`src/logic/pmc_pkg.sv`:
```
// pmc_pkg: constants and types shared by both ends of the power-mode controller
// assumes: included before the interface and every module
package pmc_pkg;
   // device register select codes on the link
   localparam logic [1:0] SEL_HW_STANDBY_PIN = 2'h0;
   localparam logic [1:0] SEL_SCK = 2'h1;
   localparam logic [1:0] SEL_HALTH = 2'h2;
   localparam logic [1:0] SEL_HALTL = 2'h3;
   // reset values
   localparam logic [7:0] HW_STANDBY_PIN_RST = 8'h08;
   localparam logic [7:0] SCK_RST = 8'h00;
   localparam logic [15:0] HALT_RST = 16'h3fff;
   // writable bit masks (reserved read-only bits stay zero)
   localparam logic [7:0] HW_STANDBY_PIN_WMASK = 8'hf9;
   localparam logic [7:0] SCK_WMASK = 8'hc7;
   // field positions
   localparam int SBY_SLEEP_BIT = 7;
   localparam int SBY_WAIT_LSB = 4;
   localparam int SBY_HOLD_BIT = 3;
   localparam int SCK_DIV_LSB = 0;
   // halt bit positions
   localparam int HB_XFER = 14;
   localparam int HB_PTIM = 13;
   localparam int HB_TMR8 = 12;
   localparam int HB_DAC = 10;
   localparam int HB_ADC = 9;
   localparam int HB_SER2 = 7;
   localparam int HB_SER1 = 6;
   localparam int HB_SER0 = 5;
   localparam logic [15:0] HALT_ALL = 16'hffff;
   localparam logic [15:0] HALT_BUT_TMR8 = 16'hefff;
   // bus access lengths in bus-master states
   localparam int unsigned STATES_MEM = 1;
   localparam int unsigned STATES_IO = 2;
   // wake waits in states
   localparam int unsigned WAIT_BASE = 8192;
   localparam int unsigned WAIT_SHORT = 16;
   // apb offsets of the controller's own registers
   localparam logic [7:0] A_HW_STANDBY_PIN = 8'h00;
   localparam logic [7:0] A_SCK = 8'h04;
   localparam logic [7:0] A_HALTH = 8'h08;
   localparam logic [7:0] A_HALTL = 8'h0c;
   localparam logic [7:0] A_CMD = 8'h10;
   localparam logic [7:0] A_IRQ = 8'h14;
   localparam logic [7:0] A_STAT = 8'h18;
   typedef enum logic [3:0] {
      PMC_RUN = 4'b0001,
      PMC_SLEEP = 4'b0010,
      PMC_HW_STANDBY_PIN = 4'b0100,
      PMC_WAKE = 4'b1000
   } pmc_mode_t;
endpackage

```
`src/logic/pmc_if.sv`:
```
// pmc_if: link between the cpu-side end and the power-mode device
// assumes: both ends on the same pclk
`timescale 1ns/10ps
interface pmc_if;
   import pmc_pkg::*;
   logic reg_wr;
   logic [1:0] reg_sel;
   logic [7:0] reg_wdata;
   logic sleep_req;
   logic bus_end;
   logic int_wake;
   logic ext_wake;
   logic [7:0] standby_control;
   logic [7:0] system_clock_control;
   logic [15:0] halt;
   pmc_mode_t mode;
   modport dev (input reg_wr, reg_sel, reg_wdata, sleep_req, bus_end, int_wake,
      ext_wake, output standby_control, system_clock_control, halt, mode);
   modport cpu (output reg_wr, reg_sel, reg_wdata, sleep_req, bus_end, int_wake,
      ext_wake, input standby_control, system_clock_control, halt, mode);
endinterface

```
`src/logic/pmc_device.sv`:
```
// pmc_device: power-mode state, clock divider, module halt gating, standby wake
// assumes: cpu-side end drives the link; reset_pin_n and wdt_ovf synchronous
//
// Design decisions made here: the APB interface to the registers and the register addresses.
`timescale 1ns/10ps
// Functional notes
// - nonzero divider moves bus masters at cycle end
// - access length counted in bus-master states
// - zero divider restores full clock at cycle end
// - sleep without standby bit; divider kept after
// - sleep with standby bit enters standby; divider kept
// - reset pin or watchdog resets, clears divider
// - sleep halts cpu, keeps registers, peripherals run
// - sleep ends on reset or accepted interrupt
// - halt bit stops or restarts peripheral at cycle end
// - halted keeps state except serial and adc reset
// - after reset all halted except transfer engine
// - halted peripheral register access is blocked
// - sleep with all halted also halts bus, ports
// - halt bit positions map to named peripherals
// - transfer-engine halt refused while engine active
// - software disables interrupts before halting modules
// - standby stops cpu, peripherals, oscillator; resets serial, adc
// - external wake restarts oscillator, waits, then runs
// - standby wake needs enabled, unmasked, non-transfer request
// - reset pin in standby restarts clocks at once
// - wake wait select gives fixed state counts
// - software picks wake wait long enough for crystal
// - divider codes: full, then divide by 2 to 32
// - standby bus outputs held or floated by hold bit
module pmc_device import pmc_pkg::*; #(
   parameter int unsigned WAIT0 = WAIT_BASE,
   // each longer wait doubles the one before, so one override scales them all
   parameter int unsigned WAIT1 = WAIT0 * 2,
   parameter int unsigned WAIT2 = WAIT0 * 4,
   parameter int unsigned WAIT3 = WAIT0 * 8,
   parameter int unsigned WAIT4 = WAIT0 * 16,
   parameter int unsigned WAIT5 = WAIT0 * 32
) (
   input wire logic pclk,
   input wire logic presetn,
   pmc_if.dev link,
   input wire logic reset_pin_n,
   input wire logic wdt_ovf,
   input wire logic xfer_active,
   input wire logic [15:0] acc_req,
   output logic cpu_run,
   output logic osc_run,
   output logic bm_tick,
   output logic [6:0] acc_len_mem,
   output logic [6:0] acc_len_io,
   output logic [15:0] periph_stop,
   output logic [15:0] periph_rst,
   output logic [15:0] acc_ok,
   output logic bus_ctrl_halt,
   output logic bus_float,
   output logic in_reset
);
   // only these halt bits gate a peripheral; the rest are plain storage
   localparam logic [15:0] USED = (16'h0001 << HB_XFER) | (16'h0001 << HB_PTIM) |
      (16'h0001 << HB_TMR8) | (16'h0001 << HB_DAC) | (16'h0001 << HB_ADC) |
      (16'h0001 << HB_SER2) | (16'h0001 << HB_SER1) | (16'h0001 << HB_SER0);
   localparam logic [15:0] RSTMASK = (16'h0001 << HB_ADC) | (16'h0001 << HB_SER2) |
      (16'h0001 << HB_SER1) | (16'h0001 << HB_SER0);

   logic sys_rst;
   logic [2:0] cur_div;
   logic [18:0] wcnt;
   logic [18:0] next_wcnt;
   pmc_mode_t next_mode;
   logic [15:0] next_stop;
   logic [7:0] wr_h;

   // reserved codes fall back to full clock
   function automatic logic [2:0] div_code(input logic [2:0] sel);
      div_code = (sel > 3'h5) ? 3'h0 : sel;
   endfunction

   // reserved wait code 110 takes the base wait, the same as code 000
   function automatic logic [18:0] wait_len(input logic [2:0] sel);
      unique case (sel)
         3'h0: wait_len = 19'(WAIT0);
         3'h1: wait_len = 19'(WAIT1);
         3'h2: wait_len = 19'(WAIT2);
         3'h3: wait_len = 19'(WAIT3);
         3'h4: wait_len = 19'(WAIT4);
         3'h5: wait_len = 19'(WAIT5);
         3'h6: wait_len = 19'(WAIT0);
         3'h7: wait_len = 19'(WAIT_SHORT);
      endcase
   endfunction

   assign sys_rst = !reset_pin_n || wdt_ovf;

   always_ff @(posedge pclk or negedge presetn) begin
      if (!presetn) begin
         link.standby_control <= HW_STANDBY_PIN_RST;
      end else if (sys_rst) begin
         link.standby_control <= HW_STANDBY_PIN_RST;
      end else if (link.reg_wr && link.reg_sel == SEL_HW_STANDBY_PIN) begin
         link.standby_control <= link.reg_wdata & HW_STANDBY_PIN_WMASK;
      end
   end

   always_ff @(posedge pclk or negedge presetn) begin
      if (!presetn) begin
         link.system_clock_control <= SCK_RST;
      end else if (sys_rst) begin
         link.system_clock_control <= SCK_RST;
      end else if (link.reg_wr && link.reg_sel == SEL_SCK) begin
         link.system_clock_control <= link.reg_wdata & SCK_WMASK;
      end
   end

   // the transfer-engine halt bit cannot be set while the engine works
   always_comb begin
      wr_h = link.reg_wdata;
      if (xfer_active && !link.halt[HB_XFER]) begin
         wr_h[HB_XFER-8] = 1'b0;
      end
   end

   always_ff @(posedge pclk or negedge presetn) begin
      if (!presetn) begin
         link.halt <= HALT_RST;
      end else if (sys_rst) begin
         link.halt <= HALT_RST;
      end else if (link.reg_wr && link.reg_sel == SEL_HALTH) begin
         link.halt[15:8] <= wr_h;
      end else if (link.reg_wr && link.reg_sel == SEL_HALTL) begin
         link.halt[7:0] <= link.reg_wdata;
      end
   end

   // divider takes effect only between bus cycles, so no access is cut short
   always_ff @(posedge pclk or negedge presetn) begin
      if (!presetn) begin
         cur_div <= 3'h0;
      end else if (sys_rst) begin
         cur_div <= 3'h0;
      end else if (link.bus_end) begin
         cur_div <= div_code(link.system_clock_control[SCK_DIV_LSB +: 3]);
      end
   end

   always_comb begin
      next_mode = link.mode;
      next_wcnt = wcnt;
      unique case (link.mode)
         PMC_RUN: begin
            if (link.sleep_req) begin
               next_mode = link.standby_control[SBY_SLEEP_BIT] ? PMC_HW_STANDBY_PIN : PMC_SLEEP;
            end
         end
         PMC_SLEEP: begin
            if (link.int_wake) begin
               next_mode = PMC_RUN;
            end
         end
         PMC_HW_STANDBY_PIN: begin
            if (link.ext_wake) begin
               next_mode = PMC_WAKE;
               next_wcnt = wait_len(link.standby_control[SBY_WAIT_LSB +: 3]);
            end
         end
         PMC_WAKE: begin
            next_wcnt = wcnt - 19'h00001;
            if (wcnt <= 19'h00001) begin
               next_mode = PMC_RUN;
            end
         end
      endcase
      if (sys_rst) begin
         next_mode = PMC_RUN;
         next_wcnt = '0;
      end
   end

   always_ff @(posedge pclk or negedge presetn) begin
      if (!presetn) begin
         link.mode <= PMC_RUN;
         wcnt <= '0;
      end else begin
         link.mode <= next_mode;
         wcnt <= next_wcnt;
      end
   end

   // halts follow the register at cycle end; standby stops everything
   always_comb begin
      next_stop = periph_stop;
      if (sys_rst) begin
         next_stop = HALT_RST & USED;
      end else if (next_mode == PMC_HW_STANDBY_PIN || next_mode == PMC_WAKE) begin
         next_stop = USED;
      end else if (link.bus_end) begin
         next_stop = link.halt & USED;
      end
   end

   always_ff @(posedge pclk or negedge presetn) begin
      if (!presetn) begin
         periph_stop <= HALT_RST & USED;
         periph_rst <= HALT_RST & RSTMASK;
         acc_ok <= '0;
      end else begin
         periph_stop <= next_stop;
         periph_rst <= next_stop & RSTMASK;
         acc_ok <= acc_req & ~next_stop;
      end
   end

   // sleep keeps peripherals clocked; the cpu stops and keeps its state, and the bus controller halts too when all modules, or all but TMR8, are halted
   always_ff @(posedge pclk or negedge presetn) begin
      if (!presetn) begin
         cpu_run <= 1'b0;
         osc_run <= 1'b1;
         in_reset <= 1'b1;
         bus_ctrl_halt <= 1'b0;
         bus_float <= 1'b0;
      end else begin
         cpu_run <= next_mode == PMC_RUN && !sys_rst;
         osc_run <= next_mode != PMC_HW_STANDBY_PIN;
         in_reset <= sys_rst;
         bus_ctrl_halt <= next_mode == PMC_SLEEP &&
            (link.halt == HALT_ALL || link.halt == HALT_BUT_TMR8);
         bus_float <= (next_mode == PMC_HW_STANDBY_PIN || next_mode == PMC_WAKE) &&
            !link.standby_control[SBY_HOLD_BIT];
      end
   end

   always_ff @(posedge pclk or negedge presetn) begin
      if (!presetn) begin
         acc_len_mem <= 7'(STATES_MEM);
         acc_len_io <= 7'(STATES_IO);
      end else begin
         acc_len_mem <= 7'(STATES_MEM << cur_div);
         acc_len_io <= 7'(STATES_IO << cur_div);
      end
   end

   // the bus-master enable stops with the oscillator
   pmc_div #(.CW(5)) u_div (
      .pclk(pclk),
      .presetn(presetn),
      .run(next_mode != PMC_HW_STANDBY_PIN && next_mode != PMC_WAKE),
      .div(cur_div),
      .tick(bm_tick)
   );
endmodule // pmc_device

```
`src/logic/pmc_div.sv`:
```
// pmc_div: bus-master clock enable, one pulse every 2**div pclk cycles
// assumes: div already limited to the legal range
`timescale 1ns/10ps
module pmc_div #(
   parameter int CW = 5
) (
   input wire logic pclk,
   input wire logic presetn,
   input wire logic run,
   input wire logic [2:0] div,
   output logic tick
);
   logic [CW-1:0] cnt;
   logic [CW-1:0] last;
   assign last = CW'((1 << div) - 1);
   always_ff @(posedge pclk or negedge presetn) begin
      if (!presetn) begin
         cnt <= '0;
         tick <= 1'b0;
      end else if (!run) begin
         cnt <= '0;
         tick <= 1'b0;
      end else begin
         tick <= (cnt >= last);
         cnt <= (cnt >= last) ? '0 : cnt + 1'b1;
      end
   end
endmodule // pmc_div

```
`src/flat_wrapper.sv`:
```
// flat-port wrapper written by rule: the top's interface ports become plain ports
module pmc_device_flat import pmc_pkg::*;
#(
   parameter int unsigned WAIT0 = WAIT_BASE,
                                                                              
   parameter int unsigned WAIT1 = WAIT0 * 2,
   parameter int unsigned WAIT2 = WAIT0 * 4,
   parameter int unsigned WAIT3 = WAIT0 * 8,
   parameter int unsigned WAIT4 = WAIT0 * 16,
   parameter int unsigned WAIT5 = WAIT0 * 32
)
  (pclk, presetn, reset_pin_n, wdt_ovf, xfer_active, acc_req, cpu_run, osc_run, bm_tick, acc_len_mem, acc_len_io, periph_stop, periph_rst, acc_ok, bus_ctrl_halt, bus_float, in_reset, link_reg_wr, link_reg_sel, link_reg_wdata, link_sleep_req, link_bus_end, link_int_wake, link_ext_wake, link_standby_control, link_system_clock_control, link_halt, link_mode);
  pmc_if link_i ();
  input wire logic pclk;
  input wire logic presetn;
  input wire logic reset_pin_n;
  input wire logic wdt_ovf;
  input wire logic xfer_active;
  input wire logic [15:0] acc_req;
  output logic cpu_run;
  output logic osc_run;
  output logic bm_tick;
  output logic [6:0] acc_len_mem;
  output logic [6:0] acc_len_io;
  output logic [15:0] periph_stop;
  output logic [15:0] periph_rst;
  output logic [15:0] acc_ok;
  output logic bus_ctrl_halt;
  output logic bus_float;
  output logic in_reset;
  input wire logic [$bits(link_i.reg_wr)-1:0] link_reg_wr;
  input wire logic [$bits(link_i.reg_sel)-1:0] link_reg_sel;
  input wire logic [$bits(link_i.reg_wdata)-1:0] link_reg_wdata;
  input wire logic [$bits(link_i.sleep_req)-1:0] link_sleep_req;
  input wire logic [$bits(link_i.bus_end)-1:0] link_bus_end;
  input wire logic [$bits(link_i.int_wake)-1:0] link_int_wake;
  input wire logic [$bits(link_i.ext_wake)-1:0] link_ext_wake;
  output wire logic [$bits(link_i.standby_control)-1:0] link_standby_control;
  output wire logic [$bits(link_i.system_clock_control)-1:0] link_system_clock_control;
  output wire logic [$bits(link_i.halt)-1:0] link_halt;
  output wire logic [$bits(link_i.mode)-1:0] link_mode;
  assign link_i.reg_wr = link_reg_wr;
  assign link_i.reg_sel = link_reg_sel;
  assign link_i.reg_wdata = link_reg_wdata;
  assign link_i.sleep_req = link_sleep_req;
  assign link_i.bus_end = link_bus_end;
  assign link_i.int_wake = link_int_wake;
  assign link_i.ext_wake = link_ext_wake;
  assign link_standby_control = link_i.standby_control;
  assign link_system_clock_control = link_i.system_clock_control;
  assign link_halt = link_i.halt;
  assign link_mode = link_i.mode;
  pmc_device #(.WAIT0(WAIT0), .WAIT1(WAIT1), .WAIT2(WAIT2), .WAIT3(WAIT3), .WAIT4(WAIT4), .WAIT5(WAIT5)) u_core (.pclk(pclk), .presetn(presetn), .link(link_i), .reset_pin_n(reset_pin_n), .wdt_ovf(wdt_ovf), .xfer_active(xfer_active), .acc_req(acc_req), .cpu_run(cpu_run), .osc_run(osc_run), .bm_tick(bm_tick), .acc_len_mem(acc_len_mem), .acc_len_io(acc_len_io), .periph_stop(periph_stop), .periph_rst(periph_rst), .acc_ok(acc_ok), .bus_ctrl_halt(bus_ctrl_halt), .bus_float(bus_float), .in_reset(in_reset));
endmodule
```
`config.mk`:
```
export PLATFORM = sky130hd
export DESIGN_NAME = pmc_device_flat
export DESIGN_NICKNAME = d
export VERILOG_FILES = /design/src/logic/pmc_pkg.sv /design/src/logic/pmc_if.sv /design/src/logic/pmc_device.sv /design/src/logic/pmc_div.sv /design/src/flat_wrapper.sv
export SDC_FILE = /design/constraint.sdc
export NUM_CORES = 1
export LEC_CHECK = 0
export BUFFER_PORTS_ARGS = -buffer_cell sky130_fd_sc_hd__buf_2
export CORE_MARGIN = 8
export CORE_UTILIZATION = 35
export DETAILED_ROUTE_END_ITERATION = 8
export PLACE_DENSITY = 0.63
export SLEW_MARGIN = 30
export SYNTH_ARGS = -nofsm -noshare
export SYNTH_HDL_FRONTEND = slang
export SYNTH_SLANG_ARGS = --single-unit
export TNS_END_PERCENT = 5
```
`constraint.sdc`:
```
create_clock -name pclk -period 3.8 [get_ports pclk]
set_input_delay 0.38 -clock pclk [delete_from_list [all_inputs] [get_ports pclk]]
set_output_delay 0.38 -clock pclk [all_outputs]
set_load 0.05 [all_outputs]
```
==> flow_metrics.env, run 1 <==
export IMPL_fmax_mhz=331
export IMPL_synth_cell_type_count=55
export IMPL_htreeDepth=3
export IMPL_die_height_um=137
export IMPL_drv_slew=0
export IMPL_firstDrtPassIters=5
export IMPL_die_w_um=137
export IMPL_rsz0062_at_grt="no"
export IMPL_path_class="flop to flop"
export IMPL_skew_ns=0.00946
export IMPL_placed_area_um2=5710
export IMPL_clk_pin_slew_ns=0.07
export IMPL_clk_latency_ns=0.34
export IMPL_rows=44
export IMPL_synthMostInstantiatedCell="dfrtp_1"
export IMPL_post_cts_buffers=0
export IMPL_ctsResizeCount=0
export IMPL_ios=140
export IMPL_drt_first_iter_violations=300
export IMPL_relSlewSlack_pct=41.1
export IMPL_avgViaCountPerCell=5.22
export IMPL_ys_flop_type="dfrtp_1"
export IMPL_yosysWarnings=0
export IMPL_synth_seq_area_share_pct=51.3
export IMPL_wl_per_cell_um=17.2
export IMPL_cp_end_kind="flop"
export IMPL_min_path_type="input port to asynchronous set/reset pin"
export IMPL_synth_top_cell_area_share_pct=37.9
export IMPL_cts_tree="done"
export IMPL_finalSetupViolCount=0
export IMPL_numCtsBuffers=9
export IMPL_overflow=0
export IMPL_post_route_period_util_pct=79.5
export IMPL_final_core_util_pct=41.8
export IMPL_synth_commonest_cells="77 x dfrtp_1, 55 x nand2_1, 43 x nor2_1, 31 x o21ai_0, 28 x buf_4"
export IMPL_drc=0
export IMPL_synth_area_um2=5080
export IMPL_period_needed_ns=3.02
export IMPL_clock_root_buffer="clkbuf_16"
export IMPL_cp_start_kind="flop"
export IMPL_drt_total_wl_um=13800
export IMPL_cp_arrival_ns=3.27
export IMPL_hold_buffers=0
export IMPL_design_area_um2=6010
export IMPL_synthToLayoutAreaGrowth_pct=18.3
export IMPL_avgSynthCellArea_um2=9.93
export IMPL_syn_inst=512
export IMPL_clock_path_buffers=2
export IMPL_postRouteAntennaNets=0
export IMPL_hpwl_um=10100
export IMPL_vdd_drop_max_v=0.000164
export IMPL_cts_sinks=103
export IMPL_synth_edf_count=0
export IMPL_finalNetCount=658
export IMPL_ys_seq_elements=103
export IMPL_vias=4190
export IMPL_start_util_pct=35.4
export IMPL_cap_viol_max_count=0
export IMPL_finalHoldViolations=0
export IMPL_grt_pass1_vias=4031
export IMPL_gp_congestion=0.848
export IMPL_core_region_area_um2=14400
export IMPL_drive_gt1_share_pct=30.6
export IMPL_fin_total_pwr_uw=2280
export IMPL_postSynth_asyncResetShare_pct=100
export IMPL_crit_fanout=21
export IMPL_p_leak_uw=0.00279
export IMPL_powerDensity_nw_per_um2=379
export IMPL_status="finished clean"
export IMPL_final_setup_tns_ns=0
export IMPL_n_antenna_cell=0
export IMPL_hold_ws_ns=0.0373
export IMPL_io_buffer_count=121
export IMPL_required_ns=4.05
export IMPL_antenna_found_initial=0
export IMPL_tightestPinTransition_ns=0.880
export IMPL_grt_pass1_wl_um=21600
export IMPL_synth_area_leaders="dfrtp_1 38%, dfstp_2 13%, buf_4 4.1%"
export IMPL_grt_usage_pct=14.6
export IMPL_grt_max_degree=72
export IMPL_die_area_um2=18600
export IMPL_synth_largest_area_cell="dfrtp_1"
[cell usage in the layout, fill, tap and decap left out, types with 7 or more instances in the layout]
| cell | instances |
|---|---|
| a21oi_1 | 18 |
| a31oi_1 | 7 |
| buf_2 | 120 |
| clkbuf_16 | 10 |
| conb_1 | 18 |
| dfrtp_1 | 77 |
| dfstp_2 | 26 |
| ha_1 | 9 |
| inv_1 | 19 |
| mux2i_1 | 18 |
| nand2_1 | 55 |
| nand2b_1 | 7 |
| nand3_1 | 27 |
| nor2_1 | 43 |
| nor3_1 | 14 |
| nor3_2 | 8 |
| nor4_1 | 15 |
| o21ai_0 | 31 |
| o41a_1 | 8 |
[critical path: stages, from the launching register on]
cell and delay (ns):
dfrtp_1 0.43, or4_4 0.57, or3_4 0.36, o41ai_2 0.40, a21oi_2 0.16, o2111a_1 0.54, buf_4 0.31, nor4_2 0.15
[final cells by class]
cell class	instances	area [um2]
clock inverters	5	33.8
repair buffers	126	649
clock buffers	11	264
multi-input cells	353	2150
flip-flops and latches	103	2610
fillers	1402	8360
well taps	184	230
inverters	20	75.1
[where the power goes]
| part | switching, uW | internal (uW) | total (uW) |
|---|---|---|---|
| clock network | 413 | 505 | 919 |
| registers | 13.8 | 1110 | 1130 |
| logic | 181 | 50.5 | 232 |
[routing by layer]
layer | vias up | part of all wire (%) | global-route usage [%]
li1 | 1969 | - | -
met1 | 2066 | 46 | 19.9
met2 | 140 | 47 | 22.6
met3 | 15 | 5.1 | 2.35
met4 | 0 | 2.0 | 6.28
met5 | - | 0 | 0
[logic make-up after synthesis]
family	after synthesis	share of synthesized area, %
xor gates and xnor gates	7	1.21
and+or+nand+nor	212	22.2
DFF	103	51.3
buffers and inverters	73	7.78
muxes	18	3.54
adders and majority gates	9	2.22
other	1	0.0738
AOI/OAI and AO/OA	89	11.6
[state kept, by name, indices dropped and copies added, names as in the netlist, 3 cells and up]
signal and cells:
u_core.link.halt 16, u_core.link.mode 4, u_core.link.standby_control 6, u_core.cur_div 3
u_core.u_div.cnt 5, u_core.wcnt 19, u_core.periph_stop 16, u_core.link.system_clock_control 5
u_core.acc_ok 16, u_core.acc_len_mem 7
[stage by stage]
stage | std cells | setup slack [ns]
finish | 802 | 0.779
global route | 802 | 0.527
CTS | 802 | 0.790
detailed placement | 786 | 0.809
global placement | 786 | 0.859
floorplan | 529 | 1.09
[final timing paths]
path / startpoint / slack (ns) / endpoint / cells past startpoint
worst max-delay path: u_core.wcnt[12]$_DFFE_PN0P_ / 0.78 / u_core.periph_stop[8]$_DFF_PN0_ / 7
worst min-delay path: presetn / 0.04 / u_core.wcnt[0]$_DFFE_PN0P_ / 1
worst max register to register: u_core.wcnt[12]$_DFFE_PN0P_ / 0.78 / u_core.periph_stop[8]$_DFF_PN0_ / 7
worst min register to register: u_core.wcnt[9]$_DFFE_PN0P_ / 0.48 / u_core.wcnt[9]$_DFFE_PN0P_ / 1
max in group asynchronous: presetn / 2.83 / u_core.periph_stop[9]$_DFF_PN1_ / 2
min in group pclk: acc_req[11] / 0.26 / u_core.acc_ok[11]$_DFF_PN0_ / 2
(Power assumes the default switching activity.)
==> run 2, diff against run 1 <==
- clock period: 3.8 -> 3.15 ns (I/O delays scaled with it)
==> flow_metrics.env, run 2 (synthesized netlist as in run 1, its figures left out) <==
export IMPL_status="finished, violations left"
export IMPL_failed_checks="hold timing"
export IMPL_crit_reg2reg_launch="u_core.wcnt[12]$_DFFE_PN0P_"
export IMPL_gp_congestion=0.831
export IMPL_hpwl_um=10200
export IMPL_clk_latency_ns=0.34
export IMPL_cp_end_kind="flop"
export IMPL_drt_total_wl_um=13900
export IMPL_cp_arrival_ns=3.04
export IMPL_cp_start_kind="flop"
export IMPL_ios=140
export IMPL_layout_commonest_cell="buf_2"
export IMPL_finalNetCount=667
export IMPL_grt_pass1_vias=4322
export IMPL_core_region_area_um2=14400
export IMPL_clock_path_buffers=2
export IMPL_finalHoldViolations=17
export IMPL_vdd_drop_max_v=0.000254
export IMPL_period_needed_ns=2.82
export IMPL_post_route_period_util_pct=89.5
export IMPL_dp_cells=795
export IMPL_firstDrtPassIters=4
export IMPL_htreeDepth=3
export IMPL_p_leak_uw=0.00281
export IMPL_hold_buffers=0
export IMPL_avgViaCountPerCell=5.23
export IMPL_finalSetupViolCount=0
export IMPL_cap_viol_max_count=0
export IMPL_postRouteAntennaNets=0
export IMPL_start_util_pct=35.4
export IMPL_cts_tree="done"
export IMPL_r2r_end="u_core.acc_ok[0]$_DFF_PN0_"
export IMPL_wl_per_cell_um=17.1
export IMPL_powerDensity_nw_per_um2=454
export IMPL_grt_max_degree=72
export IMPL_fmax_mhz=355
export IMPL_grt_pass1_wl_um=22300
export IMPL_required_ns=3.37
export IMPL_numCtsBuffers=9
export IMPL_final_cell_mix="120 x buf_2, 77 x dfrtp_1, 55 x nand2_1, 43 x nor2_1, 31 x o21ai_0"
export IMPL_clk_pin_slew_ns=0.07
export IMPL_reg2reg_slack_ns=0.33
export IMPL_tightestPinTransition_ns=0.721
export IMPL_skew_ns=0.00828
export IMPL_crit_fanout=19
export IMPL_top_register="u_core.wcnt"
export IMPL_final_setup_tns_ns=0
export IMPL_vias=4245
export IMPL_fillerInstances=1392
export IMPL_clock_root_buffer="clkbuf_16"
export IMPL_synthToLayoutAreaGrowth_pct=19.5
export IMPL_largest_reg_flops=19
export IMPL_relSlewSlack_pct=51.8
export IMPL_path_class="flop to flop"
export IMPL_drive_gt1_share_pct=31.3
export IMPL_rows=44
export IMPL_die_area_um2=18600
export IMPL_r2r_cells=6
export IMPL_io_buffer_count=121
export IMPL_hold_ws_ns=-0.0312
export IMPL_min_path_type="input port to asynchronous set/reset pin"
export IMPL_die_w_um=137
export IMPL_cts_sinks=103
export IMPL_overflow=0
export IMPL_antenna_found_initial=0
export IMPL_rsz0062_at_grt="no"
export IMPL_drt_first_iter_violations=291
export IMPL_layoutNonFillerInstCount=812
export IMPL_drc=0
export IMPL_grt_usage_pct=15.0
export IMPL_die_height_um=137
export IMPL_drv_slew=0
-- run 2: changes by cell type in the layout (fill, tap and decap cells not counted), moves of 2 or more --
cell | previous run | this run
clkinvlp_4 | 0 | 2
buf_4 | 5 | 14
clkbuf_1 | 0 | 3
clkinv_2 | 2 | 0
-- run 2: area by class of cell --
type                       instances  area [um2]  share of cell area [%]
antenna                            1        2.50                  0.0412
clock buffer                      12         236                    3.89
sequential                       103        2610                    43.0
tap                              184         230                    3.79
multi-input combinational        353        2150                    35.4
timing repair buffer             135         717                    11.8
clock inverter                     4        53.8                   0.886
inverter                          20        75.1                    1.24
-- run 2: worst max path at each step --
| stage | from | end | slack [ns] | cells past startpoint |
|---|---|---|---|---|
| floorplan | u_core.link.mode[2]$_DFF_PN0_ | u_core.acc_ok[0]$_DFF_PN0_ | 0.44 | 7 |
| global placement | u_core.wcnt[12]$_DFFE_PN0P_ | u_core.acc_ok[3]$_DFF_PN0_ | 0.23 | 6 |
| detailed placement | u_core.wcnt[12]$_DFFE_PN0P_ | u_core.acc_ok[3]$_DFF_PN0_ | 0.17 | 6 |
| CTS | u_core.wcnt[12]$_DFFE_PN0P_ | u_core.periph_stop[0]$_DFF_PN0_ | 0.15 | 7 |
| global route | u_core.wcnt[12]$_DFFE_PN0P_ | u_core.periph_stop[0]$_DFF_PN0_ | 0.13 | 7 |
| finish | u_core.wcnt[12]$_DFFE_PN0P_ | u_core.acc_ok[0]$_DFF_PN0_ | 0.33 | 6 |
-- run 2: per-layer routing --
layer	track usage, %	routed length [um]	vias to the layer above
met5	0	0	-
met4	6.47	304	0
met3	2.61	822	15
met2	23.9	6560	138
met1	19.7	6220	2107
li1	-	-	1985
-- run 2: per-stage QoR --
step	total power [uW]	setup WS, ns	area [um2]	utilization [%]	hold slack [ns]
5_1_grt	2860	0.133	6070	42.3	0.0304
2_1_floorplan	1580	0.444	5150	-	0.0194
6_report	2760	0.330	6080	42.3	-0.0312
4_1_cts	2780	0.153	6070	42.2	0.137
3_5_place_dp	1670	0.175	5780	40.2	0.482
3_3_place_gp	1670	0.226	5770	40.2	0.459
-- run 2: critical path: stages (launching register included) --
cell and delay (ns):
dfrtp_1 0.42, or4_4 0.57, or3_4 0.36, o41ai_2 0.40, a21oi_2 0.15, o2111a_2 0.43
o41a_1 0.36
-- run 2: where the power goes --
part | switching, uW | internal (uW) | leakage, uW
combinational | 222 | 64.9 | 0.00135
sequential | 14.9 | 1350 | 0.00132
clock | 494 | 621 | 0.000133
total | 730 | 2030 | 0.00281
-- run 2: what timing repair did --
action	in CTS	in global routing
setup endpoints to repair	0	3
setup buffers	0	0
resized for setup	0	1
